--- config.mk ---
export PLATFORM = sky130hd
export DESIGN_NAME = asc_seq_ctrl
export DESIGN_NICKNAME = d
export VERILOG_FILES = /design/src/asc_pkg.sv /design/src/asc_conv_if.sv /design/src/asc_seq_ctrl.sv /design/src/asc_conv_core.sv
export VERILOG_INCLUDE_DIRS = /design/src
export SDC_FILE = /design/constraint.sdc
export NUM_CORES = 1
export LEC_CHECK = 0
export ABC_CLOCK_PERIOD_IN_PS = 2690
export BUFFER_PORTS_ARGS = -buffer_cell sky130_fd_sc_hd__buf_2
export CORE_MARGIN = 2
export CORE_UTILIZATION = 60
export CTS_CLUSTER_DIAMETER = 50
export CTS_CLUSTER_SIZE = 25
export DETAILED_ROUTE_END_ITERATION = 16
export PLACE_DENSITY = 0.81
export SLEW_MARGIN = 5
export SYNTH_ARGS = -nofsm -noshare
export SYNTH_HDL_FRONTEND = slang
export SYNTH_SLANG_ARGS = --single-unit
--- constraint.sdc ---
create_clock -name clk -period 2.69 [get_ports clk]
set_input_delay 0.269 -clock clk [delete_from_list [all_inputs] [get_ports clk]]
set_output_delay 0.269 -clock clk [all_outputs]
set_load 0.01 [all_outputs]
--- src/asc_map.svh ---
// Register offsets, field positions, reset values and counts of the converter sequencer
`ifndef ASC_MAP_SVH
`define ASC_MAP_SVH

// ****************************************************************
// Register offsets (byte addresses on the register port)
// ****************************************************************
`define ASC_CR_ADDR 16'h4039
`define ASC_MASKH_ADDR 16'h4036
`define ASC_MASKL_ADDR 16'h4037
`define ASC_SCYC_ADDR 16'h4038
`define ASC_RES_BASE 16'h0300
`define ASC_RES_LAST 16'h0317

// ****************************************************************
// Control register fields
// ****************************************************************
`define ASC_CR_EN_BIT 7
`define ASC_CR_BUSY_BIT 6
`define ASC_CR_JUST_BIT 2
`define ASC_CR_IE_BIT 1
`define ASC_CR_IF_BIT 0

// ****************************************************************
// Reset values
// ****************************************************************
`define ASC_CR_RST 8'h00
`define ASC_MASKH_RST 8'h30
`define ASC_MASKL_RST 8'h00
`define ASC_SCYC_RST 8'h33

// ****************************************************************
// Timing counts in clock cycles
// ****************************************************************
`define ASC_CONV_CYC 8'd13
`define ASC_SLOW_ADD 7'd7

`endif

--- src/asc_pkg.sv ---
// Types shared by the converter sequencer modules
package asc_pkg;

  // Sequencer activity: idle, running a scan conversion, running a triggered one
  typedef enum logic [1:0] {ST_IDLE, ST_SEQ, ST_TRIG} asc_state_type;

  // Conversion timing engine phases
  typedef enum logic [1:0] {CS_IDLE, CS_SAMPLE, CS_CONVERT} asc_core_state_type;

endpackage : asc_pkg

--- src/asc_conv_if.sv ---
// Request and answer bundle between the sequencer and its conversion engine
`timescale 1ns/1ps

interface asc_conv_if;
  logic req;          // One-cycle start of a conversion
  logic abort;        // One-cycle cancel of the running conversion
  logic [3:0] chan;   // Channel to convert, valid with req
  logic [3:0] stime;  // Sampling-time setting, valid with req
  logic busy;         // Engine is sampling, converting or pulsing done
  logic done;         // One-cycle pulse, result valid
  logic [11:0] result; // Captured conversion result

  modport master (output req, output abort, output chan, output stime,
                  input busy, input done, input result);
  modport slave (input req, input abort, input chan, input stime,
                 output busy, output done, output result);
endinterface : asc_conv_if

--- src/asc_seq_ctrl.sv ---
// Converter sequencer: register port, scan sequencing, engine-triggered conversions
// Behaviour
// - one 12-bit converter shared by 12 channels
// - scan results to registers, triggered to engine
// - scan enabled channels lowest number first
// - writing busy one starts scan, auto-clears
// - zero, repeat, or empty-mask start ignored
// - trigger suspends scan, then scan resumes
// - start during trigger waits for trigger
// - engine triggers conversions, gets results directly
// - enable bit seven turns converter on
// - justify bit shapes scan results only
// - scan end sets flag, interrupt if enabled
// - per-channel mask bit includes channel
// - sampling field gives N (zero gives 1) or 8N+7 clocks
// - right-justified result: high byte four bits, low byte eight
`timescale 1ns/1ps
`include "asc_map.svh"

module asc_seq_ctrl
  import asc_pkg::*;
#(
  parameter int NUM_CH = 12,
  parameter int RES_W = 12,
  parameter logic [7:0] CONV_CYC = `ASC_CONV_CYC
)
(
  input wire logic clk,
  input wire logic rst_n,
  input wire logic [15:0] reg_addr,
  input wire logic [7:0] reg_wdata,
  input wire logic reg_wr,
  input wire logic reg_rd,
  output logic [7:0] reg_rdata,
  output logic conv_irq,
  input wire logic motor_engine_enable,
  input wire logic eng_trig_req,
  input wire logic [3:0] eng_trig_chan,
  output logic eng_trig_ready,
  output logic eng_trig_done,
  output logic [RES_W-1:0] eng_trig_result,
  output logic ana_sample,
  output logic [3:0] ana_chan,
  input wire logic [RES_W-1:0] ana_result
);

  // ****************************************************************
  // Storage
  // ****************************************************************
  asc_conv_if cv ();                       // Link to the timing engine
  asc_state_type st_r;                     // What the engine is doing for us
  logic conv_enable_r;                     // Converter on
  logic conv_busy_start_r;                 // Scan in progress
  logic result_justify_r;                  // Scan result format
  logic conv_irq_enable_r;                 // Interrupt gate
  logic conv_done_flag_r;                  // Sticky completion flag
  logic [7:0] maskh_r;                     // Upper mask byte with sampling field
  logic [7:0] maskl_r;                     // Lower mask byte
  logic [7:0] scyc_r;                      // Sampling fields, channels 0..7
  logic [NUM_CH-1:0] pend_r;               // Channels still to convert in the scan
  logic [3:0] cur_chan_r;                  // Channel of the running scan conversion
  logic trig_hold_r;                       // Accepted trigger waiting for the engine
  logic [3:0] trig_chan_r;                 // Its channel
  logic trig_done_r;                       // Triggered result pulse
  logic [RES_W-1:0] trig_res_r;            // Triggered result
  logic [RES_W-1:0] res_r [NUM_CH];        // Per-channel scan results
  logic [7:0] rdata_r;                     // Read answer

  // ****************************************************************
  // Decode
  // ****************************************************************
  function automatic logic [3:0] asc_lowest(input logic [NUM_CH-1:0] m);
    logic [3:0] idx;
    idx = 4'h0;
    for (int i = NUM_CH - 1; i >= 0; i--)
      if (m[i])
        idx = 4'(i);
    return idx;
  endfunction : asc_lowest

  wire [NUM_CH-1:0] chan_mask = {maskh_r[3:0], maskl_r};
  wire wr_cr = reg_wr && (reg_addr == `ASC_CR_ADDR);
  wire wr_maskh = reg_wr && (reg_addr == `ASC_MASKH_ADDR);
  wire wr_maskl = reg_wr && (reg_addr == `ASC_MASKL_ADDR);
  wire wr_scyc = reg_wr && (reg_addr == `ASC_SCYC_ADDR);
  wire en_nxt = wr_cr ? reg_wdata[`ASC_CR_EN_BIT] : conv_enable_r;
  wire start_req = wr_cr && reg_wdata[`ASC_CR_BUSY_BIT] && !conv_busy_start_r
    && (chan_mask != '0) && en_nxt;
  wire trig_take = eng_trig_req && eng_trig_ready;
  wire [3:0] next_chan = asc_lowest(pend_r);
  // Scan may only use the engine when no trigger is waiting
  wire issue_seq = (st_r == ST_IDLE) && !trig_hold_r && conv_busy_start_r
    && conv_enable_r && (pend_r != '0);
  wire issue_trig = (st_r == ST_IDLE) && trig_hold_r;
  wire scan_end = (st_r == ST_IDLE) && !trig_hold_r && conv_busy_start_r
    && conv_enable_r && (pend_r == '0);
  wire preempt = (st_r == ST_SEQ) && trig_hold_r;
  // Turning the converter off drops the scan; triggers stay with the engine
  wire scan_kill = conv_busy_start_r && !conv_enable_r;
  wire seq_done = (st_r == ST_SEQ) && cv.done && !preempt && !scan_kill;
  wire [3:0] samp_chan = issue_trig ? trig_chan_r : next_chan;
  wire [3:0] stime_sel = (samp_chan < 4'd5) ? scyc_r[3:0] :
                         (samp_chan < 4'd8) ? scyc_r[7:4] : maskh_r[7:4];

  // ****************************************************************
  // Engine requests
  // ****************************************************************
  // triggered conversions go straight to the engine
  assign eng_trig_ready = motor_engine_enable && !trig_hold_r && (st_r != ST_TRIG);
  assign cv.req = issue_seq || issue_trig;
  assign cv.abort = preempt || ((st_r == ST_SEQ) && scan_kill);
  assign cv.chan = samp_chan;
  assign cv.stime = stime_sel;

  asc_conv_core #(
    .RES_W(RES_W),
    .CONV_CYC(CONV_CYC)
  ) u_core (
    .clk(clk),
    .rst_n(rst_n),
    .cv(cv),
    .ana_sample(ana_sample),
    .ana_chan(ana_chan),
    .ana_result(ana_result)
  );

  // ****************************************************************
  // Sequencer state
  // ****************************************************************
  // a running trigger finishes before any scan conversion
  always_ff @(posedge clk or negedge rst_n)
  begin
    if (!rst_n)
      st_r <= ST_IDLE;
    else
    begin
      case (st_r)
        ST_IDLE:
          st_r <= issue_trig ? ST_TRIG : (issue_seq ? ST_SEQ : ST_IDLE);
        ST_SEQ:
          st_r <= (preempt || scan_kill || cv.done) ? ST_IDLE : ST_SEQ;
        ST_TRIG:
          st_r <= cv.done ? ST_IDLE : ST_TRIG;
        default:
          st_r <= ST_IDLE;
      endcase
    end
  end

  // Scan bookkeeping; a pre-empted channel stays pending and is redone
  // ascending scan order
  always_ff @(posedge clk or negedge rst_n)
  begin
    if (!rst_n)
    begin
      pend_r <= '0;
      cur_chan_r <= 4'h0;
    end
    else if (start_req)
      pend_r <= chan_mask;
    else
    begin
      if (issue_seq)
        cur_chan_r <= next_chan;
      if (seq_done)
        pend_r[cur_chan_r] <= 1'b0;
      if (scan_kill)
        pend_r <= '0;
    end
  end

  // Accepted trigger request
  always_ff @(posedge clk or negedge rst_n)
  begin
    if (!rst_n)
    begin
      trig_hold_r <= 1'b0;
      trig_chan_r <= 4'h0;
    end
    else if (trig_take)
    begin
      trig_hold_r <= 1'b1;
      trig_chan_r <= eng_trig_chan;
    end
    else if (issue_trig)
      trig_hold_r <= 1'b0;
  end

  // results to engine or result registers
  always_ff @(posedge clk or negedge rst_n)
  begin
    if (!rst_n)
    begin
      trig_done_r <= 1'b0;
      trig_res_r <= '0;
      for (int i = 0; i < NUM_CH; i++)
        res_r[i] <= '0;
    end
    else
    begin
      trig_done_r <= (st_r == ST_TRIG) && cv.done;
      if ((st_r == ST_TRIG) && cv.done)
        trig_res_r <= cv.result;
      if (seq_done)
        res_r[cur_chan_r] <= cv.result;
    end
  end

  // ****************************************************************
  // Control register
  // ****************************************************************
  // enable bit; bits 5..3 are not stored
  always_ff @(posedge clk or negedge rst_n)
  begin
    if (!rst_n)
    begin
      conv_enable_r <= 1'(`ASC_CR_RST >> `ASC_CR_EN_BIT);
      result_justify_r <= 1'b0;
      conv_irq_enable_r <= 1'b0;
    end
    else if (wr_cr)
    begin
      conv_enable_r <= reg_wdata[`ASC_CR_EN_BIT];
      result_justify_r <= reg_wdata[`ASC_CR_JUST_BIT];
      conv_irq_enable_r <= reg_wdata[`ASC_CR_IE_BIT];
    end
  end

  // busy set by start, cleared by hardware
  always_ff @(posedge clk or negedge rst_n)
  begin
    if (!rst_n)
      conv_busy_start_r <= 1'b0;
    else if (start_req)
      conv_busy_start_r <= 1'b1;
    else if (scan_end || scan_kill)
      conv_busy_start_r <= 1'b0;
  end

  // software write loads bit 0 (zero clears), a same-cycle completion wins
  always_ff @(posedge clk or negedge rst_n)
  begin
    if (!rst_n)
      conv_done_flag_r <= 1'b0;
    else if (scan_end)
      conv_done_flag_r <= 1'b1;
    else if (wr_cr)
      conv_done_flag_r <= reg_wdata[`ASC_CR_IF_BIT];
  end

  // Mask and sampling fields; a running scan keeps its own copy of the mask
  always_ff @(posedge clk or negedge rst_n)
  begin
    if (!rst_n)
    begin
      maskh_r <= `ASC_MASKH_RST;
      maskl_r <= `ASC_MASKL_RST;
      scyc_r <= `ASC_SCYC_RST;
    end
    else
    begin
      if (wr_maskh)
        maskh_r <= reg_wdata;
      if (wr_maskl)
        maskl_r <= reg_wdata;
      if (wr_scyc)
        scyc_r <= reg_wdata;
    end
  end

  // ****************************************************************
  // Read path
  // ****************************************************************
  wire in_res = (reg_addr >= `ASC_RES_BASE) && (reg_addr <= `ASC_RES_LAST);
  wire [3:0] res_idx = reg_addr[4:1];
  wire [RES_W-1:0] res_sel = res_r[res_idx];
  // left form puts the top bit at 14; byte split
  wire [15:0] res_fmt = result_justify_r ? {1'b0, res_sel, 3'b000} : {4'h0, res_sel};
  wire [7:0] res_byte = reg_addr[0] ? res_fmt[7:0] : res_fmt[15:8];
  wire [7:0] cr_val = {conv_enable_r, conv_busy_start_r, 3'b000, result_justify_r,
                       conv_irq_enable_r, conv_done_flag_r};
  wire [7:0] rd_mux = (reg_addr == `ASC_CR_ADDR) ? cr_val :
                      (reg_addr == `ASC_MASKH_ADDR) ? maskh_r :
                      (reg_addr == `ASC_MASKL_ADDR) ? maskl_r :
                      (reg_addr == `ASC_SCYC_ADDR) ? scyc_r :
                      in_res ? res_byte : 8'h00;

  // Read data stand only in the cycle after the strobe
  always_ff @(posedge clk or negedge rst_n)
  begin
    if (!rst_n)
      rdata_r <= 8'h00;
    else
      rdata_r <= reg_rd ? rd_mux : 8'h00;
  end

  // ****************************************************************
  // Outputs
  // ****************************************************************
  assign reg_rdata = rdata_r;
  assign conv_irq = conv_done_flag_r && conv_irq_enable_r;
  assign eng_trig_done = trig_done_r;
  assign eng_trig_result = trig_res_r;

  start_busy_a: assert property (@(posedge clk) disable iff (!rst_n)
    start_req |=> conv_busy_start_r && (pend_r == $past(chan_mask)))
    else $error("start did not raise busy with the mask");

  empty_start_a: assert property (@(posedge clk) disable iff (!rst_n)
    (wr_cr && !conv_busy_start_r && chan_mask == '0) |=> !conv_busy_start_r)
    else $error("start with empty mask was taken");

  scan_end_a: assert property (@(posedge clk) disable iff (!rst_n)
    scan_end |=> !conv_busy_start_r && conv_done_flag_r)
    else $error("scan end did not clear busy and set flag");

  irq_raise_a: assert property (@(posedge clk) disable iff (!rst_n)
    (scan_end && conv_irq_enable_r && !wr_cr) |=> conv_irq)
    else $error("interrupt missing after scan end");

  flag_clear_a: assert property (@(posedge clk) disable iff (!rst_n)
    (wr_cr && !reg_wdata[0] && !scan_end) |=> !conv_done_flag_r && !conv_irq)
    else $error("flag not cleared by writing zero");

  trig_preempt_a: assert property (@(posedge clk) disable iff (!rst_n)
    (preempt && !scan_kill) |=> st_r == ST_IDLE ##1 st_r == ST_TRIG)
    else $error("trigger did not pre-empt the scan");

  trig_first_a: assert property (@(posedge clk) disable iff (!rst_n)
    (st_r == ST_TRIG && !cv.done) |=> st_r != ST_SEQ)
    else $error("scan conversion ran during a trigger");

  scan_order_a: assert property (@(posedge clk) disable iff (!rst_n)
    issue_seq |-> pend_r[cv.chan] && ((pend_r & ((NUM_CH'(1) << cv.chan) - NUM_CH'(1))) == '0))
    else $error("scan channel is not the lowest pending");

  trig_result_a: assert property (@(posedge clk) disable iff (!rst_n)
    (st_r == ST_TRIG && cv.done) |=> eng_trig_done && eng_trig_result == $past(cv.result))
    else $error("triggered result not delivered to engine");

  rsv_zero_a: assert property (@(posedge clk) disable iff (!rst_n)
    (reg_rd && reg_addr == `ASC_CR_ADDR) |=> reg_rdata[5:3] == 3'b000)
    else $error("reserved control bits read nonzero");

endmodule : asc_seq_ctrl

--- src/asc_conv_core.sv ---
// Conversion timing engine: sampling window, conversion wait, result capture
`timescale 1ns/1ps
`include "asc_map.svh"

module asc_conv_core
  import asc_pkg::*;
#(
  parameter int RES_W = 12,
  parameter logic [7:0] CONV_CYC = `ASC_CONV_CYC
)
(
  input wire logic clk,
  input wire logic rst_n,
  asc_conv_if.slave cv,
  output logic ana_sample,
  output logic [3:0] ana_chan,
  input wire logic [RES_W-1:0] ana_result
);

  // ****************************************************************
  // Sampling-time decode
  // ****************************************************************
  asc_core_state_type cs_r;  // Engine phase
  logic [7:0] cnt_r;         // Cycles left in the current phase
  logic [RES_W-1:0] res_r;   // Captured result
  logic done_r;              // Result pulse
  logic [3:0] chan_r;        // Channel held for the analog mux
  wire [6:0] slow_len = {1'b0, cv.stime[2:0], 3'b000} + `ASC_SLOW_ADD;
  // A zero setting would give no sampling at all; one cycle is the floor
  // sampling length decode
  wire [6:0] raw_len = cv.stime[3] ? slow_len : {4'h0, cv.stime[2:0]};
  wire [7:0] samp_len = (raw_len == 7'h00) ? 8'h01 : {1'b0, raw_len};
  wire last_cyc = (cnt_r == 8'h01);

  // ****************************************************************
  // Phase sequencing
  // ****************************************************************
  // Abort wins over everything so that a pre-empted scan slot frees at once
  always_ff @(posedge clk or negedge rst_n)
  begin
    if (!rst_n)
    begin
      cs_r <= CS_IDLE;
      cnt_r <= 8'h00;
      chan_r <= 4'h0;
    end
    else if (cv.abort)
    begin
      cs_r <= CS_IDLE;
      cnt_r <= 8'h00;
    end
    else
    begin
      case (cs_r)
        CS_IDLE:
        begin
          if (cv.req)
          begin
            cs_r <= CS_SAMPLE;
            cnt_r <= samp_len;
            chan_r <= cv.chan;
          end
        end
        CS_SAMPLE:
        begin
          cnt_r <= last_cyc ? CONV_CYC : cnt_r - 8'h01;
          if (last_cyc)
            cs_r <= CS_CONVERT;
        end
        CS_CONVERT:
        begin
          cnt_r <= cnt_r - 8'h01;
          if (last_cyc)
            cs_r <= CS_IDLE;
        end
        default:
          cs_r <= CS_IDLE;
      endcase
    end
  end

  // Result capture at the end of conversion
  // 12-bit result capture
  always_ff @(posedge clk or negedge rst_n)
  begin
    if (!rst_n)
    begin
      res_r <= '0;
      done_r <= 1'b0;
    end
    else
    begin
      done_r <= (cs_r == CS_CONVERT) && last_cyc && !cv.abort;
      if ((cs_r == CS_CONVERT) && last_cyc && !cv.abort)
        res_r <= ana_result;
    end
  end

  // ****************************************************************
  // Outputs
  // ****************************************************************
  assign cv.busy = (cs_r != CS_IDLE) || done_r;
  assign cv.done = done_r;
  assign cv.result = res_r;
  assign ana_sample = (cs_r == CS_SAMPLE);
  assign ana_chan = chan_r;

  // Setting 3 gives exactly three sampling cycles
  samp_three_a: assert property (@(posedge clk) disable iff (!rst_n || cv.abort)
    (cv.req && !cv.busy && cv.stime == 4'h3) |=> ana_sample [*3] ##1 !ana_sample)
    else $error("sampling window length wrong for setting 3");

  // Long form: setting 9 means 1*8+7 = 15 sampling cycles
  samp_long_a: assert property (@(posedge clk) disable iff (!rst_n || cv.abort)
    (cv.req && !cv.busy && cv.stime == 4'h9) |=> ##14 ana_sample ##1 !ana_sample)
    else $error("long sampling window length wrong");

endmodule : asc_conv_core

Yosys cells after proc, flatten, opt, wreduce, memory -nomap -nowiden. Index checks and enable logic that the tools add are counted. W data, S select, Z words.

Logic and storage cells: 176. Register bits: 244.

Order comparisons: 9. Bitwise logic cells: 6. Muxes and demuxes: 57. Reductions and logical operators: 56. Equal/unequal tests: 13. Add/subtract/negate cells: 2.

Operator list (number): $bwmux W144 (1); $mux W8 (10); $mux W12 (6); $eq A16 B15 Y1 const B (4); $mux W4 (15); $bmux W12 S4 (1); $demux W12 S4 (1); $logic_and A1 B1 Y1 (30); $pmux W8 S3 (1); $reduce_bool A12 Y1 (2); $ge A16 B10 Y1 const B (1); $le A16 B10 Y1 const B (1); $mux W15 (1); $mux W7 (2); $and A12 B12 Y12 (1); $logic_not A12 Y1 (1); $mux W2 (6); $not A12 Y12 (1); $pmux W2 S3 (2); $ge A5 B5 Y1 const B (2); $mux W1 (10); $not A4 Y5 (2); $eq A8 B1 Y1 const B (1); $sub A8 B1 Y8 const B (1); 22 further kinds (40).

Logic depth before layout (Yosys ltp). Gate-level depths: netlist (run 1).

Word-level depth: 23. Mapped depth: 10. Gate-level depth less buffers: 8.

By module. From an unflattened synthesis (run 1), not the netlist that was laid out.

Cell total of the unflattened synthesis: 930. Area total of the unflattened synthesis: 11748.8 um2.

By module, submodules not included: asc_seq_ctrl (area each 10238.6 um2, seq. area each 5437.7 um2, cells an instance 796, times used 1); asc_conv_core (area each 1510.2 um2, seq. area each 675.6 um2, cells an instance 134, times used 1).

Least setup slack after synthesis (run 1). Ideal clock, no wire load.

Kind: register to register. Start: reg st_r[1]. End: reg u_core.cnt_r[3]. Arrival time: 2.304 ns. Period minus slack after synthesis: 2.430 ns. Path slack: 0.260 ns. Setup time: 0.126 ns. Buffers on the path: 2. Stages on the path, launching flop included: 10. Cell sequence: dfrtp_1 > buf_6 > or3b_4 > buf_6 > a31oi_1 > or2_1 > a21o_1 > mux2_1 > o21a_1 > a221o_1.

Cells in the longest elaborated chain, start to end: 13.

Ends and longest elaborated chain: from (decl) (RTL line asc_seq_ctrl.sv:51) `asc_state_type st_r;`; from (signal assigned) (RTL line asc_seq_ctrl.sv:139) `st_r <= issue_trig ? ST_TRIG : (issue_seq ? ST_SEQ : ST_IDLE);`; from (signal assigned) (RTL line asc_seq_ctrl.sv:141) `st_r <= (preempt || scan_kill || cv.done) ? ST_IDLE : ST_SEQ;`; from (signal assigned) (RTL line asc_seq_ctrl.sv:143) `st_r <= cv.done ? ST_IDLE : ST_TRIG;`; $logic_not A2 Y1 (RTL line asc_seq_ctrl.sv:92, asc_seq_ctrl.sv:94); $logic_and A1 B1 Y1 (RTL line asc_seq_ctrl.sv:94) `wire issue_trig = (st_r == ST_IDLE) && trig_hold_r;`; $mux W4 (RTL line asc_seq_ctrl.sv:101) `wire [3:0] samp_chan = issue_trig ? trig_chan_r : next_chan;`; $lt A4 B4 Y1 (RTL line asc_seq_ctrl.sv:103) `(samp_chan < 4'd8) ? scyc_r[7:4] : maskh_r[7:4];`; $mux W4 (RTL line asc_seq_ctrl.sv:103); $mux W4 (RTL line asc_seq_ctrl.sv:102) `wire [3:0] stime_sel = (samp_chan < 4'd5) ? scyc_r[3:0] :`; $add A6 B3 Y7 (no source line); $mux W7 (RTL line asc_conv_core.sv:31) `wire [6:0] raw_len = cv.stime[3] ? slow_len : {4'h0, cv.stime[2:0]};`; $logic_not A7 Y1 (RTL line asc_conv_core.sv:32) `wire [7:0] samp_len = (raw_len == 7'h00) ? 8'h01 : {1'b0, raw_len};`; $mux W7 (RTL line asc_conv_core.sv:32); $mux W8 (RTL line asc_conv_core.sv:57) `if (cv.req)`; $pmux W8 S3 (RTL line asc_conv_core.sv:54) `case (cs_r)`; $mux W8 (RTL line asc_conv_core.sv:47) `else if (cv.abort)`; to (signal assigned) (RTL line asc_conv_core.sv:60) `cnt_r <= samp_len;`; to (signal assigned) (RTL line asc_conv_core.sv:66) `cnt_r <= last_cyc ? CONV_CYC : cnt_r - 8'h01;`; to (signal assigned) (RTL line asc_conv_core.sv:72) `cnt_r <= cnt_r - 8'h01;`; to (decl) (RTL line asc_conv_core.sv:24) `logic [7:0] cnt_r;`.

Several ways; a longest one is shown, not always the timed one. The select of a mux whose other input is x is not followed. A chain may end at the register's enable or synchronous reset.

Worst setup path after layout (run 1).
Start: reg pend_r[4]. End: reg u_core.cnt_r[3].

Cells in the longest elaborated chain, start to end: 16.

Ends and longest elaborated chain: from (decl) (RTL line asc_seq_ctrl.sv:60) `logic [NUM_CH-1:0] pend_r;`; from (signal assigned) (RTL line asc_seq_ctrl.sv:160) `pend_r <= chan_mask;`; $mux W4 (5 in a row) (RTL line asc_seq_ctrl.sv:76) `if (m[i])`; $mux W4 (RTL line asc_seq_ctrl.sv:101); $lt A4 B4 Y1 (RTL line asc_seq_ctrl.sv:103); $mux W4 (RTL line asc_seq_ctrl.sv:103); $mux W4 (RTL line asc_seq_ctrl.sv:102); $add A6 B3 Y7 (no source line); $mux W7 (RTL line asc_conv_core.sv:31); $logic_not A7 Y1 (RTL line asc_conv_core.sv:32); $mux W7 (RTL line asc_conv_core.sv:32); $mux W8 (RTL line asc_conv_core.sv:57); $pmux W8 S3 (RTL line asc_conv_core.sv:54); $mux W8 (RTL line asc_conv_core.sv:47).

Several ways; a longest one is shown, not always the timed one. The select of a mux whose other input is x is not followed.

==> results.json, run 1 <==
{
  "yosysTopAreaCell": "dfrtp_1",
  "finalHoldViolations": 0,
  "end_kind": "flop",
  "drc_errors": 0,
  "worst-setup-path-type": "reg -> reg",
  "cp_top_family": "compound AO/OA/AOI/OAI gates",
  "initial_utilization_pct": 60.7,
  "n_antenna_cell": 0,
  "seqCellArea_sq_um": 6110,
  "cp_cell_sequence": "or4_1 > a31oi_1 > or2_1 > a21o_1 > mux2_1 > o21a_1 > a221o_1",
  "power_density_nw_per_um2": 712,
  "antenna_found_initial": 0,
  "track_usage_pct": 29.7,
  "path_buf_inv": 0,
  "grt_max_degree": 80,
  "min_period_ns": 2.52,
  "grt-ovfl-total": 0,
  "postRouteAntennaNets": 0,
  "cts_setup_buffers": 0,
  "tritoncts": "yes",
  "postSynth.asyncResetShare_pct": 100,
  "postLayoutCellArea_sq_um": 13600,
  "maxSlewHeadroom_pct": 57.9,
  "fmax_mhz": 397,
  "place_ws_ns": 0.199,
  "yosys_register_bits": 244,
  "root_buffer": "clkbuf_16",
  "num_vias": 8374,
  "hold_class": "in -> reg",
  "hpwl_microns": 19800,
  "io_buffer_count": 73,
  "period_share_pct": 93.5,
  "dieHeight_microns": 144,
  "ys_types": 73,
  "crit_arrival_ns": 2.93,
  "status": "completed",
  "cts.path.max_buffers": 3,
  "synth_top_area_share_pct": 50.9,
  "path_clk_slew_ns": 0.07,
  "vias_per_cell": 6.27,
  "cts_resized": 0,
  "rows": 51,
  "nFillCells": 1317,
  "wire_per_inst_microns": 22.2,
  "max_cap_violations": 0,
  "clock_skew_ns": 0.0183,
  "setup_viol": 0,
  "nNetsFinal": 1106,
  "synth_common_cells": "dfrtp_1 (238), mux2_2 (176), nand2_1 (139)",
  "initialDrtViolationCount": 675,
  "synth_area_sq_um": 11700,
  "fin_tns_setup_ns": 0,
  "placed_cell_area_sq_um": 12500,
  "gp_congestion": 0.914,
  "cts_sinks": 244,
  "synth_ff_type": "dfrtp_1",
  "drt_first_pass_iters": 5,
  "clk_latency_ns": 0.54,
  "yosysWarningCount": 0,
  "cts-buffers-inserted": 23,
  "synth_edf_count": 0,
  "p_leak_uw": 0.00655,
  "vdd_drop_max_mv": 0.578,
  "rsz0062_at_grt": "false",
  "die_w_microns": 144,
  "synthCells": 948,
  "seq_area_frac_synth_pct": 52.3,
  "netlist_top_cells_area": "dfrtp_1 (51%), mux2_2 (17%), mux4_2 (7.1%), nand2_1 (4.5%), mux2i_1 (1.4%)",
  "area_growth_pct": 16.0,
  "htreeDepth": 1,
  "worstMarginPinSlew_ns": 0.631,
  "drt_wl_total_microns": 29700,
  "grt_pass1_wl_microns": 47000,
  "slew_viol_final": 0,
  "startpoint_type": "flop",
  "io_pins": 74,
  "syn_nets": 1000,
  "cpMaxStageDelayCell": "or4_1",
  "die-area_sq_um": 20600,
  "hold_slack_ns": 0.0258,
  "multi_input_area_sq_um": 5220,
  "cp.required_ns": 3.10,
  "cp_slowest_stage_delay_ns": 0.58,
  "drive_above_1_share_pct": 37.7,
  "synth.most_common_cell": "dfrtp_1",
  "syn_area_per_cell_sq_um": 12.3,
  "cp_max_fo": 5,
  "grt_pass1_vias": 8561,
  "fin_ws_ns": 0.174,
  "coreArea_sq_um": 19300
}
-- routing by layer --
layer / global-route usage (%) / vias up / part of all wire, %
li1: - / 3648 / -
met1: 38.2 / 4287 / 39
met2: 49.4 / 326 / 49
met3: 4.97 / 113 / 6.4
met4: 14.3 / 0 / 5.7
met5: 0 / - / 0
-- worst reg2reg max path, cell delays in order, from the launching register on --
cell and delay (ns):
dfrtp_1 0.43, or4_1 0.58, a31oi_1 0.23, or2_1 0.16, a21o_1 0.17, mux2_1 0.36
o21a_1 0.18, a221o_1 0.30
-- flip-flops by register name, summed over array words and instances, names as in the netlist, 12 cells and up --
name,flops
eng_trig_result,12
pend_r,12
u_core.cv.result,12
res_r,144
-- timing repair --
item                                   4_1_cts  5_1_grt
endpoints found under the hold margin       95        0
setup endpoints to repair                    0        0
hold buffers                                19        0
-- final timing paths --
path | to | start | slack (ns) | cells after the start
worst max register to register | u_core.cnt_r[3] | pend_r[4] | 0.17 | 7
max in group asynchronous | res_r[101] | rst_n | 1.54 | 3
min in group asynchronous | res_r[131] | rst_n | 0.32 | 2
worst max-delay path | u_core.cnt_r[3] | pend_r[4] | 0.17 | 7
worst min register to register | eng_trig_result[11] | eng_trig_result[11] | 0.48 | 2
worst min-delay path | result_justify_r | reg_wdata[2] | 0.03 | 3
-- stage by stage --
step | utilization, % | std cells | total power, uW
2_1_floorplan | - | 948 | 5460
3_3_place_gp | 65.1 | 1275 | 6050
3_5_place_dp | 65.1 | 1275 | 6110
4_1_cts | 70.4 | 1336 | 9690
5_1_grt | 70.4 | 1336 | 10100
6_report | 70.4 | 1336 | 9670
-- cell families after synthesis --
| kind of cell | Yosys count | synth area share [%] |
|---|---|---|
| AOI/OAI and AO/OA | 117 | 7.19 |
| xor gates and xnor gates | 3 | 0.225 |
| adders and majority gates | 6 | 0.642 |
| buffers and inverters | 81 | 3.11 |
| DFF | 244 | 52.3 |
| muxes | 230 | 25.5 |
| and+or+nand+nor | 267 | 11.0 |
-- cell type report --
class | count | area share [%]
Clock buffer | 25 | 4.37
Clock inverter | 17 | 1.83
Inverter | 17 | 0.470
Multi-Input combinational cell | 623 | 38.5
Sequential cell | 244 | 45.0
Tap cell | 265 | 2.44
Timing Repair Buffer | 145 | 7.38
-- power breakdown --
part	total, uW	internal [uW]	switching (uW)
sequential	4480	3970	504
clock	3580	1980	1600
combinational	1610	668	942
-- cell usage in the layout, fill, tap and decap left out, types with 4 or more instances in the layout --
| cell | Yosys | final |
|---|---|---|
| nand2_1 | 139 | 139 |
| nor2b_1 | 4 | 4 |
| nand3_1 | 5 | 5 |
| and2_1 | 4 | 4 |
| clkbuf_16 | 0 | 23 |
| or3_1 | 6 | 6 |
| a31oi_1 | 5 | 5 |
| dfrtp_1 | 238 | 238 |
| a221oi_1 | 4 | 4 |
| buf_4 | 5 | 50 |
| nor4_1 | 8 | 8 |
| mux4_2 | 37 | 37 |
| nor3_1 | 12 | 12 |
| dfstp_2 | 6 | 6 |
| o2bb2ai_1 | 12 | 12 |
| and3_1 | 5 | 5 |
| or4_1 | 5 | 5 |
| dlygate4sd3_1 | 0 | 19 |
| o211ai_1 | 4 | 4 |
| a211oi_1 | 6 | 6 |
| mux2_2 | 176 | 176 |
| nor2_1 | 42 | 42 |
| nand2b_1 | 8 | 8 |
| a21o_1 | 4 | 4 |
| o21a_1 | 4 | 4 |
| inv_1 | 16 | 16 |
| mux2i_1 | 16 | 16 |
| o21ai_0 | 19 | 19 |
| ha_1 | 6 | 6 |
| buf_2 | 15 | 72 |
| o31ai_1 | 14 | 14 |
| a21oi_1 | 20 | 20 |
Note: power is estimated with default switching activity, not from simulation.
==> run 2, diff against run 1 <==
- PLACE_DENSITY: 0.81 -> 0.9
- SLEW_MARGIN: 5 -> default
==> results.json, run 2 (synthesis results as in run 1) <==
{
  "power_density_nw_per_um2": 705,
  "fmax_mhz": 384,
  "gp_congestion": 0.904,
  "vias_per_cell": 6.33,
  "track_usage_pct": 29.1,
  "reg2reg_slack_ns": 0.09,
  "antenna_found_initial": 0,
  "drt_first_pass_iters": 7,
  "hold_class": "in -> reg",
  "initialDrtViolationCount": 891,
  "vdd_drop_max_mv": 0.708,
  "place_ws_ns": 0.158,
  "coreArea_sq_um": 19300,
  "status": "completed",
  "drt_wl_total_microns": 29200,
  "io_pins": 74,
  "cts.path.max_buffers": 3,
  "cts_sinks": 244,
  "setup_viol": 0,
  "drc_errors": 0,
  "layout_common_cells": "dfrtp_1 (238), mux2_2 (176), nand2_1 (139), buf_2 (72), nor2_1 (42)",
  "wire_per_inst_microns": 22.2,
  "min_period_ns": 2.60,
  "io_buffer_count": 73,
  "clock_skew_ns": 0.0293,
  "p_leak_uw": 0.00650,
  "cp.required_ns": 3.08,
  "area_growth_pct": 15.0,
  "hpwl_microns": 19100,
  "cts-buffers-inserted": 22,
  "initial_utilization_pct": 60.7,
  "largest_reg_flops": 144,
  "tritoncts": "yes",
  "htreeDepth": 1,
  "nFillCells": 1264,
  "grt_pass1_wl_microns": 46300,
  "regMostFlops": "res_r",
  "maxSlewHeadroom_pct": 43.7,
  "grt_pass1_vias": 8691,
  "cts_setup_buffers": 0,
  "nNetsFinal": 1091,
  "postRouteAntennaNets": 0,
  "final_common_cell": "dfrtp_1",
  "dieHeight_microns": 144,
  "end_kind": "flop",
  "cp_max_fo": 5,
  "grt-ovfl-total": 0,
  "final_util_pct": 69.8,
  "hold_slack_ns": 0.0293,
  "max_cap_violations": 0,
  "die_w_microns": 144,
  "n_antenna_cell": 0,
  "num_vias": 8360,
  "rsz0062_at_grt": "false",
  "root_buffer": "clkbuf_16",
  "crit_arrival_ns": 3.00,
  "clk_latency_ns": 0.53,
  "startpoint_type": "flop",
  "worst-setup-path-type": "reg -> reg",
  "slew_viol_final": 0,
  "fin_ws_ns": 0.0873,
  "path_clk_slew_ns": 0.07,
  "worstMarginPinSlew_ns": 0.845,
  "grt_max_degree": 85,
  "period_share_pct": 96.8,
  "finalHoldViolations": 0,
  "die-area_sq_um": 20600,
  "fin_tns_setup_ns": 0,
  "rows": 51,
  "drive_above_1_share_pct": 37.2
}
run 2: layout make-up:
cell class / count / area (sq um) / area share [%]
clock buffers: 23 / 576 / 4.28
clock inverters: 17 / 209 / 1.55
inverters: 17 / 63.8 / 0.474
multi-input cells: 623 / 5230 / 38.9
flip-flops and latches: 244 / 6110 / 45.4
well taps: 265 / 332 / 2.46
repair buffers: 131 / 928 / 6.90
run 2: metrics by stage:
step                area (sq um)  total power, uW  instances
floorplan                  11700             5460        948
global placement           12500             6060       1263
detailed placement         12500             6150       1263
CTS                        13400             9500       1320
global route               13500             9900       1320
finish                     13500             9480       1320
run 2: timing repair:
action / CTS / global route
setup endpoints to repair: 0 / 3
resized for setup: 0 / 2
hold buffers: 17 / 0
endpoints found under the hold margin: 89 / 0
run 2: worst paths after layout:
kind | start | cells past startpoint | end
worst max-delay path | pend_r[5] | 7 | u_core.cnt_r[3]
worst min-delay path | reg_wdata[4] | 2 | scyc_r[4]
worst max register to register | pend_r[5] | 7 | u_core.cnt_r[3]
worst min register to register | u_core.cnt_r[7] | 1 | u_core.cnt_r[7]
max in group asynchronous | rst_n | 3 | eng_trig_result[3]
min in group asynchronous | rst_n | 2 | u_core.ana_chan[1]
run 2: power breakdown:
group / internal (uW) / switching [uW] / total [uW]
logic: 686 / 965 / 1650
clock network: 1700 / 1650 / 3340
registers: 3970 / 518 / 4490
run 2: layer usage:
layer	global-route usage (%)	vias up	routed length (microns)
met5	0	-	0
met4	13.0	0	1460
met3	4.10	117	1600
met2	50.0	361	14700
met1	37.0	4267	11500
li1	-	3615	-
run 2: critical path, stage by stage, from the launching register on:
cell and delay (ns):
dfrtp_1 0.44, or4_1 0.55, a31oi_1 0.22, or2_1 0.23
a21o_1 0.23, mux2_1 0.37, o21a_1 0.17, a221o_1 0.29
